`src/pkg/fifo_irq_pkg.sv`:
```
// Notes on behaviour
// - Queue interrupt goes to selected pin
// - Interrupt on clock pin overrides clock input
// - Interrupt on pin two overrides output enable
// - Pin two interrupt keeps outputs on in standby
// - Queue off: route data-ready instead
// - Queue control write empties queue only while queue enabled
// - Sync-clear enable makes sync flush queue
// - Sync flush restarts channel sequencer
// - Early transaction discarded, ignore flag set
// - Ignore flag cleared only by writing one
// - Sixty-four ones on data in resets device
// - Serial link uses three wires
// - Queue interrupt is OR of enabled sources
// - Queue interrupt output is active high
package fifo_irq_pkg;

  localparam int unsigned CLK_HZ        = 50_000_000;
  localparam int unsigned INIT_TIME_US  = 1;
  localparam int unsigned INIT_CYCLES   = (CLK_HZ / 1_000_000) * INIT_TIME_US;
  localparam logic [6:0]  SW_RESET_ONES = 7'h40;

  localparam logic [1:0] PIN_SEL_INT  = 2'h0;
  localparam logic [1:0] PIN_SEL_CLK  = 2'h1;
  localparam logic [1:0] PIN_SEL_GP2  = 2'h2;

  // Word byte addresses
  localparam logic [3:0] ADDR_CTRL    = 4'h0;
  localparam logic [3:0] ADDR_QCTRL   = 4'h4;
  localparam logic [3:0] ADDR_QSRC    = 4'h8;
  localparam logic [3:0] ADDR_STATUS  = 4'hC;

  // Control register fields
  localparam int CTRL_PIN_SEL_LSB  = 0;
  localparam int CTRL_CLK_EXT      = 2;
  localparam int CTRL_P2_OE        = 3;
  localparam int CTRL_SYNC_FLUSH   = 4;
  localparam int CTRL_STANDBY      = 5;
  localparam int CTRL_IRQ_MASK_LSB = 8;
  localparam logic [10:0] CTRL_RESET = 11'h000;

  // Queue control fields
  localparam int QCTRL_ENABLE      = 0;
  localparam int QCTRL_SRC_EN_LSB  = 8;
  localparam int NUM_QSRC          = 6;
  localparam logic [13:0] QCTRL_RESET = 14'h0100;

  // Status bits, write one to clear
  localparam int ST_IGNORE     = 0;
  localparam int ST_SW_RESET   = 1;
  localparam int ST_FLUSH      = 2;
  localparam int NUM_ST        = 3;

  typedef struct packed {
    logic sclk;
    logic mosi;
    logic cs_n;
  } spi_in_t;

  typedef struct packed {
    logic int_o;
    logic clk_o;
    logic clk_oe;
    logic gp2_o;
    logic gp2_oe;
  } pin_out_t;

endpackage

```
`src/design/sync2.sv`:
```
`timescale 1ns/10ps
module sync2 #(
  parameter int W = 1
) (
  input  wire logic         clk_i,  // System clock
  input  wire logic         rst_i,  // Sync reset
  input  wire logic [W-1:0] d_i,    // Asynchronous input
  output logic      [W-1:0] q_o     // Synchronised output
);
  logic [W-1:0] meta_r;
  logic [W-1:0] q_r;

  always_ff @(posedge clk_i) begin
    if (rst_i) begin
      meta_r <= '0;
      q_r    <= '0;
    end else begin
      meta_r <= d_i;
      q_r    <= meta_r;
    end
  end

  assign q_o = q_r;
endmodule

```
`src/design/pin_router.sv`:
```
`timescale 1ns/10ps
module pin_router
  import fifo_irq_pkg::*;
(
  input  wire logic       clk_i,        // System clock
  input  wire logic       rst_i,        // Sync reset
  input  wire logic [1:0] sel_i,        // Pin select
  input  wire logic       sig_i,        // Interrupt or data-ready
  input  wire logic       clk_ext_i,    // Clock pin wanted as input
  input  wire logic       p2_oe_i,      // Pin two output enable
  input  wire logic       p2_val_i,     // Pin two output value
  input  wire logic       standby_i,    // Standby mode
  output fifo_irq_pkg::pin_out_t pins_o // Registered pin drives
);
  pin_out_t nxt;

  always_comb begin
    nxt        = '0;
    nxt.clk_oe = ~clk_ext_i;
    nxt.gp2_oe = p2_oe_i & ~standby_i;
    nxt.gp2_o  = p2_val_i;
    case (sel_i)
      PIN_SEL_INT: begin
        nxt.int_o = sig_i;
      end
      PIN_SEL_CLK: begin
        nxt.clk_o  = sig_i;
        nxt.clk_oe = 1'b1;
      end
      PIN_SEL_GP2: begin
        nxt.gp2_o  = sig_i;
        nxt.gp2_oe = 1'b1;
      end
      default: begin
        nxt.int_o = 1'b0;
      end
    endcase
  end

  always_ff @(posedge clk_i) begin
    if (rst_i) pins_o <= '0;
    else       pins_o <= nxt;
  end
endmodule

```
`src/design/fifo_irq_top.sv`:
```
`timescale 1ns/10ps
module fifo_irq_top
  import fifo_irq_pkg::*;
(
  input  wire logic        clk_i,         // System clock 50 MHz
  input  wire logic        rst_i,         // Sync reset, active high
  // Wishbone classic slave
  input  wire logic        wb_cyc_i,      // Cycle
  input  wire logic        wb_stb_i,      // Strobe
  input  wire logic        wb_we_i,       // Write enable
  input  wire logic [3:0]  wb_adr_i,      // Byte address
  input  wire logic [3:0]  wb_sel_i,      // Byte selects
  input  wire logic [31:0] wb_dat_i,      // Write data
  output logic      [31:0] wb_dat_o,      // Read data
  output logic             wb_ack_o,      // Acknowledge
  output logic             irq_o,         // Level interrupt
  // Serial link pins
  input  wire fifo_irq_pkg::spi_in_t spi_i, // Clock, data in, select
  input  wire logic        sync_n_i,      // Sync pin, active low
  // Queue side
  input  wire logic [5:0]  qsrc_i,        // Queue interrupt sources
  input  wire logic        drdy_i,        // Conversion data ready
  input  wire logic        p2_val_i,      // Pin two GPO value
  output logic             q_flush_o,     // Empty queue pulse
  output logic             seq_restart_o, // Sequencer restart pulse
  output logic             sw_reset_o,    // Full device reset pulse
  output logic             xfer_ok_o,     // Transaction accepted
  output logic             q_enable_o,    // Queue enabled
  // Pins
  output fifo_irq_pkg::pin_out_t pins_o   // INT, CLK, pin two drives
);
  import fifo_irq_pkg::*;

  //////////////////////////////////////////////////////////////////////
  // Pin synchronisers
  // Idle-high pins pass inverted, so the synchroniser's cleared state reads as idle
  // and no false select or sync edge follows reset
  localparam logic [3:0] PIN_IDLE_HI = 4'hB;
  logic [3:0] pin_s;
  sync2 #(.W(4)) u_sync (
    .clk_i (clk_i),
    .rst_i (rst_i),
    .d_i   ({spi_i.sclk, spi_i.mosi, spi_i.cs_n, sync_n_i} ^ PIN_IDLE_HI),
    .q_o   (pin_s)
  );
  logic sclk_s, mosi_s, cs_n_s, sync_n_s;
  assign {sclk_s, mosi_s, cs_n_s, sync_n_s} = pin_s ^ PIN_IDLE_HI;

  //////////////////////////////////////////////////////////////////////
  // Registers
  logic [10:0]        ctrl_r;
  logic [13:0]        qctrl_r;
  logic [NUM_ST-1:0]  status_r;
  logic               ack_r;
  logic [31:0]        rdata_r;

  logic wb_req, wr_ctrl, wr_qctrl, wr_status;
  assign wb_req    = wb_cyc_i & wb_stb_i & ~ack_r;
  assign wr_ctrl   = wb_req & wb_we_i & (wb_adr_i == ADDR_CTRL);
  assign wr_qctrl  = wb_req & wb_we_i & (wb_adr_i == ADDR_QCTRL);
  assign wr_status = wb_req & wb_we_i & (wb_adr_i == ADDR_STATUS);

  function automatic logic [31:0] merge(input logic [31:0] old, input logic [31:0] wd,
                                        input logic [3:0] sel);
    logic [31:0] r;
    r = old;
    for (int b = 0; b < 4; b++) begin
      if (sel[b]) r[b*8 +: 8] = wd[b*8 +: 8];
    end
    return r;
  endfunction

  logic [31:0] ctrl_m;
  logic [31:0] qctrl_m;
  assign ctrl_m  = merge({21'h0, ctrl_r}, wb_dat_i, wb_sel_i);
  assign qctrl_m = merge({18'h0, qctrl_r}, wb_dat_i, wb_sel_i);

  always_ff @(posedge clk_i) begin
    if (rst_i || sw_reset_o) ctrl_r <= CTRL_RESET;
    else if (wr_ctrl) ctrl_r <= ctrl_m[10:0];
  end

  always_ff @(posedge clk_i) begin
    if (rst_i || sw_reset_o) qctrl_r <= QCTRL_RESET;
    else if (wr_qctrl) qctrl_r <= qctrl_m[13:0];
  end

  always_ff @(posedge clk_i) begin
    if (rst_i) begin
      ack_r   <= 1'b0;
      rdata_r <= 32'h0;
    end else begin
      ack_r <= wb_req;
      if (wb_req && !wb_we_i) begin
        case (wb_adr_i)
          ADDR_CTRL:   rdata_r <= {21'h0, ctrl_r};
          ADDR_QCTRL:  rdata_r <= {18'h0, qctrl_r};
          ADDR_QSRC:   rdata_r <= {26'h0, qsrc_i};
          ADDR_STATUS: rdata_r <= {29'h0, status_r};
          default:     rdata_r <= 32'h0;
        endcase
      end
    end
  end
  assign wb_ack_o = ack_r;
  assign wb_dat_o = rdata_r;

  //////////////////////////////////////////////////////////////////////
  // Initialisation wait after any reset
  localparam int CW = $clog2(INIT_CYCLES + 1);
  logic [CW-1:0] init_cnt_r;
  logic          ready_r;
  always_ff @(posedge clk_i) begin
    if (rst_i || sw_reset_o) begin
      init_cnt_r <= '0;
      ready_r    <= 1'b0;
    end else if (!ready_r) begin
      init_cnt_r <= init_cnt_r + 1'b1;
      ready_r    <= (init_cnt_r == CW'(INIT_CYCLES - 1));
    end
  end

  //////////////////////////////////////////////////////////////////////
  // Link watcher: transaction start, ones counter on data in
  logic sclk_d_r, cs_d_r;
  logic [6:0] ones_r;
  logic early_r;
  logic sclk_rise, cs_fall;
  assign sclk_rise = sclk_s & ~sclk_d_r;
  assign cs_fall   = cs_d_r & ~cs_n_s;

  always_ff @(posedge clk_i) begin
    if (rst_i) begin
      sclk_d_r <= 1'b1;
      cs_d_r   <= 1'b1;
    end else begin
      sclk_d_r <= sclk_s;
      cs_d_r   <= cs_n_s;
    end
  end

  // Ones counting works even before init so a stuck device can recover
  always_ff @(posedge clk_i) begin
    if (rst_i || sw_reset_o || cs_n_s) ones_r <= '0;
    else if (sclk_rise) ones_r <= mosi_s ? ones_r + 1'b1 : 7'h0;
  end
  assign sw_reset_o = (ones_r == SW_RESET_ONES);

  always_ff @(posedge clk_i) begin
    if (rst_i) begin
      early_r   <= 1'b0;
      xfer_ok_o <= 1'b0;
    end else begin
      early_r   <= cs_fall & ~ready_r;
      if (cs_fall) xfer_ok_o <= ready_r;
      else if (cs_n_s) xfer_ok_o <= 1'b0;
    end
  end

  //////////////////////////////////////////////////////////////////////
  // Sync-pin flush
  logic sync_d_r, sync_fall, sync_flush_r, qwr_flush_r;
  always_ff @(posedge clk_i) begin
    if (rst_i) sync_d_r <= 1'b1;
    else       sync_d_r <= sync_n_s;
  end
  assign sync_fall = sync_d_r & ~sync_n_s;

  always_ff @(posedge clk_i) begin
    if (rst_i) begin
      sync_flush_r <= 1'b0;
      qwr_flush_r  <= 1'b0;
    end else begin
      sync_flush_r <= sync_fall & ctrl_r[CTRL_SYNC_FLUSH];
      qwr_flush_r  <= wr_qctrl & qctrl_r[QCTRL_ENABLE];
    end
  end
  assign q_flush_o     = qwr_flush_r | sync_flush_r;
  assign seq_restart_o = sync_flush_r;

  //////////////////////////////////////////////////////////////////////
  // Status and interrupt
  logic [NUM_ST-1:0] ev;
  assign ev = {q_flush_o, sw_reset_o, early_r};
  always_ff @(posedge clk_i) begin
    if (rst_i) status_r <= '0;
    else status_r <= (status_r & ~(wr_status & wb_sel_i[0] ? wb_dat_i[NUM_ST-1:0]
                                  : '0)) | ev;
  end
  always_ff @(posedge clk_i) begin
    if (rst_i) irq_o <= 1'b0;
    else irq_o <= |(status_r & ctrl_r[CTRL_IRQ_MASK_LSB +: NUM_ST]);
  end

  //////////////////////////////////////////////////////////////////////
  // Queue interrupt and pin routing
  logic qirq, route_sig;
  assign qirq      = |(qsrc_i & qctrl_r[QCTRL_SRC_EN_LSB +: NUM_QSRC]);
  assign route_sig = qctrl_r[QCTRL_ENABLE] ? qirq : drdy_i;
  assign q_enable_o = qctrl_r[QCTRL_ENABLE];

  pin_router u_route (
    .clk_i     (clk_i),
    .rst_i     (rst_i),
    .sel_i     (ctrl_r[CTRL_PIN_SEL_LSB +: 2]),
    .sig_i     (route_sig),
    .clk_ext_i (ctrl_r[CTRL_CLK_EXT]),
    .p2_oe_i   (ctrl_r[CTRL_P2_OE]),
    .p2_val_i  (p2_val_i),
    .standby_i (ctrl_r[CTRL_STANDBY]),
    .pins_o    (pins_o)
  );
endmodule

```
`config.mk`:
```
export PLATFORM = sky130hd
export DESIGN_NAME = fifo_irq_top
export DESIGN_NICKNAME = d
export VERILOG_FILES = /design/src/pkg/fifo_irq_pkg.sv /design/src/design/sync2.sv /design/src/design/pin_router.sv /design/src/design/fifo_irq_top.sv
export SDC_FILE = /design/constraint.sdc
export NUM_CORES = 1
export LEC_CHECK = 0
export BUFFER_PORTS_ARGS = -buffer_cell sky130_fd_sc_hd__buf_2
export CORE_MARGIN = 1.5
export CORE_UTILIZATION = 48
export CTS_BUF_LIST = sky130_fd_sc_hd__clkbuf_8
export DETAILED_ROUTE_END_ITERATION = 6
export PLACE_DENSITY = 0.8
export SLEW_MARGIN = 30
export SYNTH_ARGS = -nofsm -noshare
export SYNTH_HDL_FRONTEND = slang
export SYNTH_SLANG_ARGS = --single-unit
```
`constraint.sdc`:
```
create_clock -name clk_i -period 1.65 [get_ports clk_i]
set_clock_uncertainty 0.1 [all_clocks]
set_input_delay 0.165 -clock clk_i [delete_from_list [all_inputs] [get_ports clk_i]]
set_output_delay 0.165 -clock clk_i [all_outputs]
set_load 0.005 [all_outputs]
```
==> run metrics, run 1 <==
share of post-route cells with drive strength above 1 27.9%; initial antenna violation count 0; failing checks negative setup slack; GRT Residual Overflow 0; Via density 5.69; final hold vios 0; Routability Congestion 0.885; P_sw 0.861 mW; Crit path arrival time 1.41 ns; Synth Instances 379; Pwr per Cell Area 785 nW/um2; Synth top area share 44.4%; RSZ-0062 raised after global routing yes; Clk pwr share 35.1%; crit path launch type register; core area 7180 um2; post-synth top area cell dfxtp_1; DRC 0; register share of total power 55.1%; Final Cycle Share 102%; Slew HR 65.3%; final worst slack -0.0267 ns; fin area 4450 um2; CTS H-tree depth 3; Initial Util 49.0%; post-synthesis sequential area ratio 44.4%; Critical Path Fanout Max 2; dpl ws -0.0484 ns; Req. time, crit path 1.38 ns; Synth top cells by count 78 x dfxtp_1, 40 x a21oi_1, 25 x nand4_1; worst skew pair latency 0.36 ns; Final Max Slew Viols 0; Post-synth EDFFs 0; final wirelength 9.05 mm; CP endpoint kind output port; FMAX 0.596 GHz; Slew @ Worst Pin 0.513 ns; CTS root buf clkbuf_8; Setup TNS -0.0267 ns; final setup fails 1; vias in the first global route 2940; switch share 24.6%; Comb pwr share 9.8%; TritonCTS clock tree done; detailed placement HPWL 6.00 mm; Final Critical Period 1.68 ns; placed cell area 3940 um2; CTS max path bufs 2; placed cells 532; Layout Area Growth over Synthesis 26.6%; Synth warnings 0; Min-Delay Path Class in2reg; final hold slack 0.0229 ns; largest net degree at the start of global routing 30; Sink Count 78; first-pass GRT wire length 13.8 mm; Top Ports 101; P_int 2.63 mW; max cap viols 0; vias 3254; diode count 0; width of the die 88.6 um; worst setup path class reg2out; Peak VDD IR 384 uV; DRT Pass-1 Iters 5; Power Total 3.49 mW; row count 31; Async S/R FF share, synth 0%; status finished with violations; Area contributors post-synth dfxtp_1 44%, a21oi_1 5.7%, o31ai_1 5.1%; Pleak 1.74 nW; die area 7840 um2; WL/cell 15.8 um; nets 529; synthesized area per cell 9.27 um2; post-route insts no fill 572; cell with the most instances after synthesis dfxtp_1; Yosys cell types 54; CTS Buf Count 9; Post-synth top flop dfxtp_1; total global-route track usage 23.0%; Mapped Area 3510 um2; die extent in y 88.6 um; Post-Route Utilization 62.0%; initial DRC count 213; Synth Register Bits 78; # port buffers 62; post-route ant nets 0; Reg clk slew, reported paths 0.08 ns
[cell type report]
class	count	area, um2
fillers	613	2730
multi-input cells	259	1760
flip-flops and latches	78	1560
repair buffers	109	792
clock buffers	10	138
well taps	99	124
inverters	11	41.3
clock inverters	6	30.0
[per-layer routing]
metal	track usage [%]	wire [um]
met5	0	0
met4	12.4	293
met3	6.44	666
met2	35.2	4190
met1	29.6	3910
[power groups by stage]
stage | Sequential [mW] | Combinational, mW | Clock [mW]
after floorplan | 1.96 | 0.196 | 0
after global placement | 1.97 | 0.274 | 0
after detailed placement | 1.97 | 0.281 | 0
final | 1.92 | 0.342 | 1.23
after CTS | 1.92 | 0.318 | 1.25
after global routing | 1.93 | 0.375 | 1.33
[flip-flops by register name, indices dropped and copies added, names as in the netlist, 3 cells and up]
register	flops
wb_dat_o	14
qctrl_r	14
ctrl_r	11
init_cnt_r	6
u_sync.q_o	4
u_route.pins_o	5
status_r	3
u_sync.meta_r	4
ones_r	7
[kinds of logic after synthesis]
logic type	after synthesis	synth area share (%)
flops	78	44.4
buf+inv	59	9.11
fa+ha+maj	4	1.42
simple gates	119	20.4
other cells	1	0.107
mux	14	4.81
xor+xnor	4	0.997
compound gates	100	18.8
[critical path, stage by stage, from the launching register on]
cell     delay, ns
dfxtp_2       0.33
inv_2         0.06
ha_4          0.11
nor4b_4       0.22
and3_4        0.23
buf_6         0.10
[worst paths after layout]
| kind | from | to | slack [ns] | cells past startpoint |
|---|---|---|---|---|
| max reg2reg | ones_r[0] | ones_r[4] | 0.07 | 5 |
| min | wb_dat_i[2] | qctrl_r[2] | 0.02 | 3 |
| max | ones_r[1] | sw_reset_o | -0.03 | 5 |
| min reg2reg | sync_d_r | seq_restart_o | 0.33 | 2 |
[cell usage in the layout (no fill, tap or decap), types with 4 or more instances in the layout]
master	n
dlygate4sd3_1	20
buf_4	22
a41oi_1	4
nand2_1	17
nand3_1	14
dfxtp_1	76
buf_2	61
o21ai_0	9
inv_1	9
conb_1	18
nor2b_1	7
or3_1	4
clkbuf_8	10
a22oi_1	4
nor2_1	19
mux2_2	10
o31ai_1	24
nand4_1	25
a21oi_1	38
[what timing repair did]
action / 4_1_cts / 5_1_grt
hold endpoints to repair: 26 / 0
cloned: 0 / 2
endpoints found under the setup margin: 3 / 35
gates resized for setup: 11 / 5
buffers inserted: 3 / 0
pin swaps: 1 / 5
hold buffers: 20 / 0
No activity file was read; power rests on OpenSTA's default activity.
==> run 2, diff against run 1 <==
- CORE_MARGIN: 1.5 -> 2
- CORE_UTILIZATION: 48 -> 47
- CTS_BUF_LIST: sky130_fd_sc_hd__clkbuf_8 -> not set
- PLACE_DENSITY: 0.8 -> 0.78
==> run 2 against run 1 <==
The run still ends with negative setup slack left. Fmax rose by 0.85%. Power rose by 6.5%. Non-clock buffer count rose by 3. Critical path type unchanged. Critical endpoint unchanged. Largest cell class unchanged. Largest power group unchanged.
==> run metrics, run 2 (synthesis gave the netlist of run 1 again) <==
Routability Congestion 0.899 (+1.5%); Layout Area Growth over Synthesis 28.2%; vias 3270 (+0.49%); TritonCTS clock tree done; Post-Route Utilization 62.1% (+0.096 points); Initial Util 48.5% (-0.52 points); Final Max Slew Viols 0 (unchanged); Final Cycle Share 101% (-0.86 points); # port buffers 62 (unchanged); detailed placement HPWL 6.12 mm (+2.1%); largest net degree at the start of global routing 33 (+10%); CTS root buf clkbuf_8; final setup fails 1 (unchanged); initial antenna violation count 0 (unchanged); WL/cell 15.9 um (+0.32%); final hold vios 0 (unchanged); post-route insts no fill 575 (+0.52%); core area 7250 um2 (+1.1%); die extent in y 90.5 um (+2.2%); most frequent cells in the layout 76 x dfxtp_1, 61 x buf_2, 40 x a21oi_1; post-route ant nets 0 (unchanged); fin area 4500 um2 (+1.2%); worst r2r path cells 5 (unchanged); Slew HR 62.6% (-2.8 points); vias in the first global route 2966 (+0.88%); nets 532 (+0.57%); diode count 0 (unchanged); Via density 5.69 (about the same); Slew @ Worst Pin 0.561 ns (+0.0482 ns); CTS Buf Count 9 (unchanged); crit path launch type register; row count 31 (unchanged); # fillers 625 (+2.0%); width of the die 90.5 um (+2.2%); CP endpoint kind output port; FMAX 0.602 GHz (+0.85%); total global-route track usage 21.6% (-1.5 points); Pwr per Cell Area 826 nW/um2 (+5.2%); max cap viols 0 (unchanged); Crit path arrival time 1.40 ns (about the same); Min-Delay Path Class in2reg; status finished with violations; footprint of the multi-input gates 1760 um2 (-0.21%); RSZ-0062 raised after global routing yes; Pleak 1.76 nW (+1.2%); failing checks negative setup slack; Req. time, crit path 1.38 ns (about the same); worst skew pair latency 0.35 ns (about the same); die area 8190 um2 (+4.3%); Top Ports 101 (unchanged); GRT Residual Overflow 0 (unchanged); placed cells 534 (+0.38%); hold path cells 2 (-1); sequential cell area 1560 um2 (unchanged); Final Critical Period 1.66 ns (-0.0142 ns); Sink Count 78 (unchanged); final wirelength 9.13 mm (+0.85%); CTS max path bufs 2 (unchanged); final worst slack -0.0124 ns (+0.0142 ns); initial DRC count 309 (+45%); CTS H-tree depth 3 (unchanged); Reg clk slew, reported paths 0.07 ns (about the same); DRC 0 (unchanged); Critical Path Fanout Max 2 (unchanged); most common cell after layout, fill and taps aside dfxtp_1; first-pass GRT wire length 14.1 mm (+2.5%); Peak VDD IR 434 uV (+13%); share of post-route cells with drive strength above 1 27.9% (+0.034 points); placed cell area 3960 um2 (+0.38%); worst setup path class reg2out; DRT Pass-1 Iters 6 (+1)
-- run 2: through the flow --
step	power (mW)	TNS [ns]	worst slack (ns)	hold WS (ns)
after floorplan	2.16	0	0.0135	0.132
after global placement	2.24	0	0.0193	0.222
after detailed placement	2.25	-0.00898	-0.00898	0.226
after CTS	3.72	-0.133	-0.0957	0.00185
after global routing	3.87	-0.0834	-0.0834	0.00181
final	3.72	-0.0124	-0.0124	0.0100
-- run 2: worst paths after layout --
kind                                   end  slack (ns)          start
worst max-delay path            sw_reset_o       -0.01      ones_r[0]
worst min-delay path              wb_ack_o        0.01       wb_cyc_i
worst max register to register   ones_r[4]        0.05      ones_r[1]
worst min register to register    sync_d_r        0.31  u_sync.q_o[0]
-- run 2: worst max-delay path: stages (launching register included) --
cell and delay [ns]:
dfxtp_2 0.32, inv_2 0.06, ha_4 0.13, nor4b_4 0.21, and3_4 0.23, buf_6 0.09
-- run 2: layout make-up --
class                   instances  share of cell area [%]
clock inverters                 3                   0.944
inverters                      11                   0.917
clock buffers                  13                    3.53
multi-input cells             259                    39.0
repair buffers                112                    18.1
well taps                      99                    2.75
flip-flops and latches         78                    34.7
-- run 2: repair_timing --
| item | CTS | global route |
|---|---|---|
| gates cloned | 0 | 2 |
| hold endpoints to repair | 30 | 0 |
| setup endpoints to repair | 2 | 25 |
| hold buffers | 21 | 0 |
| buffers inserted | 3 | 0 |
| pin swaps | 2 | 4 |
| resized for setup | 10 | 5 |
-- run 2: power breakdown --
group / internal (mW) / switching, mW / total, mW
sequential: 1.91 / 0.0192 / 1.93
clock: 0.780 / 0.669 / 1.45
combinational: 0.160 / 0.185 / 0.345
total: 2.85 / 0.873 / 3.72
-- run 2: per-layer routing --
| layer | part of all wire (%) | vias to the layer above | routed length (um) | GRT usage (%) |
|---|---|---|---|---|
| li1 | - | 1552 | - | - |
| met1 | 43 | 1537 | 3960 | 28.3 |
| met2 | 47 | 164 | 4300 | 33.8 |
| met3 | 7.2 | 17 | 653 | 4.59 |
| met4 | 2.4 | 0 | 216 | 10.1 |
| met5 | 0 | - | 0 | 0 |
==> run 3, diff against run 2 <==
- SYNTH_HIERARCHICAL: not set -> 1
==> run 3 against run 2 <==
Non-clock buffer count down 1. Final cell count is 0.70% higher. Register-to-register slack improved by 0.03 ns. Critical path type unchanged. Area after synthesis grew 0.93%. Fmax about the same. Combinational power barely moved. Sequential power is essentially flat. Routed wire length up 0.88%. Critical path depth is the same. Worst setup slack improved by 0.00050 ns. The flow still finishes with violations (negative setup slack).
==> run metrics, run 3 <==
status finished with violations; failing checks negative setup slack; Pleak 1.78 nW (+1.1%); Sink Count 78 (unchanged); post-synth top area cell dfxtp_1; Layout Area Growth over Synthesis 28.5%; Final Cycle Share 101% (about the same); met1 usage 29.3% (+0.96 points); Routability Congestion 0.873 (-2.9%); post-synthesis compound-gate area fraction 19.5% (+0.78 points); Crit path arrival time 1.40 ns (about the same); initial DRC count 294 (-4.9%); share of post-route cells with drive strength above 1 28.1% (+0.18 points); P_sw 0.912 mW (+4.4%); Synth top cells by count 78 x dfxtp_1, 41 x a21oi_1, 25 x nand4_1; post-synthesis mux area share 4.09% (-0.71 points); Via density 5.68 (-0.14%); max cap viols 0 (unchanged); Post-synth EDFFs 0 (unchanged); Req. time, crit path 1.38 ns (about the same); Pwr per Cell Area 857 nW/um2 (+3.8%); worst skew pair latency 0.35 ns (about the same); final hold vios 0 (unchanged); Top Ports 101 (unchanged); largest family of logic cells by synthesized area simple AND/OR/NAND/NOR gates; total global-route track usage 22.3% (+0.71 points); register share of total power 49.3% (-2.5 points); Async S/R FF share, synth 0% (unchanged); diode count 0 (unchanged); largest net degree at the start of global routing 33 (unchanged); switch share 23.3% (-0.12 points); CTS max path bufs 2 (unchanged); adder-cell share of the synthesized area 1.41% (-0.013 points); cell with the most instances after synthesis dfxtp_1; final hold slack 0.0240 ns (+0.0141 ns); Power Total 3.91 mW (+5.0%); FMAX 0.602 GHz (about the same); # port buffers 62 (unchanged); RSZ-0062 raised after global routing yes; Final Max Slew Viols 0 (unchanged); Critical Path Fanout Max 2 (unchanged); Synth top area share 44.0% (-0.41 points); Synth warnings 6 (+6); met2 usage 35.4% (+1.7 points); Yosys cell types 58 (+7.4%); TritonCTS clock tree done; worst setup path class reg2out; row count 31 (unchanged); most frequent cells in the layout 76 x dfxtp_1, 61 x buf_2, 40 x a21oi_1; final setup fails 1 (unchanged); crit path launch type register; vias 3288 (+0.55%); GRT Residual Overflow 0 (unchanged); post-route insts no fill 579 (+0.70%); nets 536 (+0.75%); Synth Instances 382 (+0.79%); die extent in y 90.9 um (+0.44%); Synth Area in Simple Gates 20.9% (+0.55 points); synthesized area per cell 9.29 um2 (+0.13%); Post-Synth XOR/XNOR Area 0.988% (-0.0091 points); final worst slack -0.0119 ns (+0.000501 ns); Initial Util 48.6% (+0.19 points); CP endpoint kind output port; CTS H-tree depth 3 (unchanged); CTS root buf clkbuf_8; Reg clk slew, reported paths 0.08 ns (about the same); Mapped Area 3550 um2 (+0.93%); Synth Register Bits 78 (unchanged); WL/cell 15.9 um (+0.18%); CTS Buf Count 9 (unchanged); post-synthesis sequential area ratio 44.0% (-0.41 points); Clk pwr share 41.9% (+2.9 points); most common cell after layout, fill and taps aside dfxtp_1; Min-Delay Path Class in2reg; dpl ws -0.0362 ns (-0.0272 ns); width of the die 90.9 um (+0.44%); Peak VDD IR 436 uV (+0.47%); detailed placement HPWL 6.08 mm (-0.68%); core area 7290 um2 (+0.53%); initial antenna violation count 0 (unchanged); Setup TNS -0.0119 ns (+0.000501 ns); Post-synth top flop dfxtp_1; Comb pwr share 8.8% (-0.5 points); Final Critical Period 1.66 ns (-0.000501 ns); DRT Pass-1 Iters 5 (-1); die area 8260 um2 (+0.89%); Slew HR 61.6% (-0.97 points); GR Util met3 4.59% (unchanged); Area contributors post-synth dfxtp_1 44%, a21oi_1 5.8%, nand4_1 4.4%; GR peak layer met2; final wirelength 9.21 mm (+0.88%); placed cells 539 (+0.94%); Slew @ Worst Pin 0.576 ns (+0.0145 ns); P_int 2.99 mW (+5.1%); first-pass GRT wire length 14.6 mm (+3.8%); vias in the first global route 3008 (+1.4%); DRC 0 (unchanged); post-route ant nets 0 (unchanged)
-- run 3: changes by cell type after synthesis, sizes merged, moves of 2 or more --
cell	delta
a22oi	+2
o22ai	+2
nor2b	+5
clkbuf	-3
a2bb2oi	-2
mux2i	-2
nor2	-6
inv	+5
o2bb2ai	-3
-- run 3: worst max-delay path, cell delays in order, from the launching register on --
cell	delay, ns
dfxtp_2	0.33
inv_2	0.06
ha_4	0.12
nor4b_4	0.21
and3_4	0.23
buf_6	0.09
-- run 3: path summary, 6_finish.rpt --
path / slack (ns) / start / cells past startpoint / end
worst max-delay path: -0.01 / ones_r[1] / 5 / sw_reset_o
worst min-delay path: 0.02 / wb_dat_i[8] / 3 / ctrl_r[8]
worst max register to register: 0.08 / ones_r[0] / 5 / ones_r[4]
worst min register to register: 0.31 / u_sync/q_o[0] / 1 / sync_d_r
-- run 3: final cells by class --
class                           instances  area (um2)
Clock buffer                           11         151
Timing Repair Buffer                  111         782
Tap cell                               99         124
Fill cell                             638        2740
Sequential cell                        78        1560
Inverter                               15        56.3
Multi-Input combinational cell        260        1800
Clock inverter                          5        81.3
-- run 3: power groups by stage --
stage / sequential (mW) / combinational [mW] / clock, mW
2_1_floorplan: 1.96 / 0.189 / 0
3_3_place_gp: 1.97 / 0.277 / 0
3_5_place_dp: 1.97 / 0.282 / 0
4_1_cts: 1.92 / 0.321 / 1.65
5_1_grt: 1.93 / 0.373 / 1.74
6_report: 1.92 / 0.344 / 1.64
-- run 3: cells by family (layout without fill, tap and decap cells) --
family / after synthesis / after routing
buf+inv: 61 / 142
compound gates: 101 / 101
xor+xnor: 4 / 4
flops: 78 / 78
fa+ha+maj: 4 / 4
mux: 12 / 12
other cells: 1 / 18
simple gates: 121 / 121
-- run 3: metal layers --
layer  wire length (um)  share of wire, %
met5                  0                 0
met4                241               2.6
met3                556               6.0
met2               4420                48
met1               3990                43
-- run 3: what timing repair did --
action / CTS / global route
hold buffers: 20 / 0
pin swaps: 1 / 1
gates cloned: 0 / 2
endpoints found under the hold margin: 29 / 0
setup endpoints to repair: 17 / 33
gates resized for setup: 11 / 4
buffers inserted: 3 / 0
-- run 3: metrics by stage --
step	utilization [%]	cell area, um2
6_report	62.5	4560
5_1_grt	62.5	4560
4_1_cts	61.6	4490
3_5_place_dp	54.7	3990
3_3_place_gp	54.7	3990
2_1_floorplan	-	3610
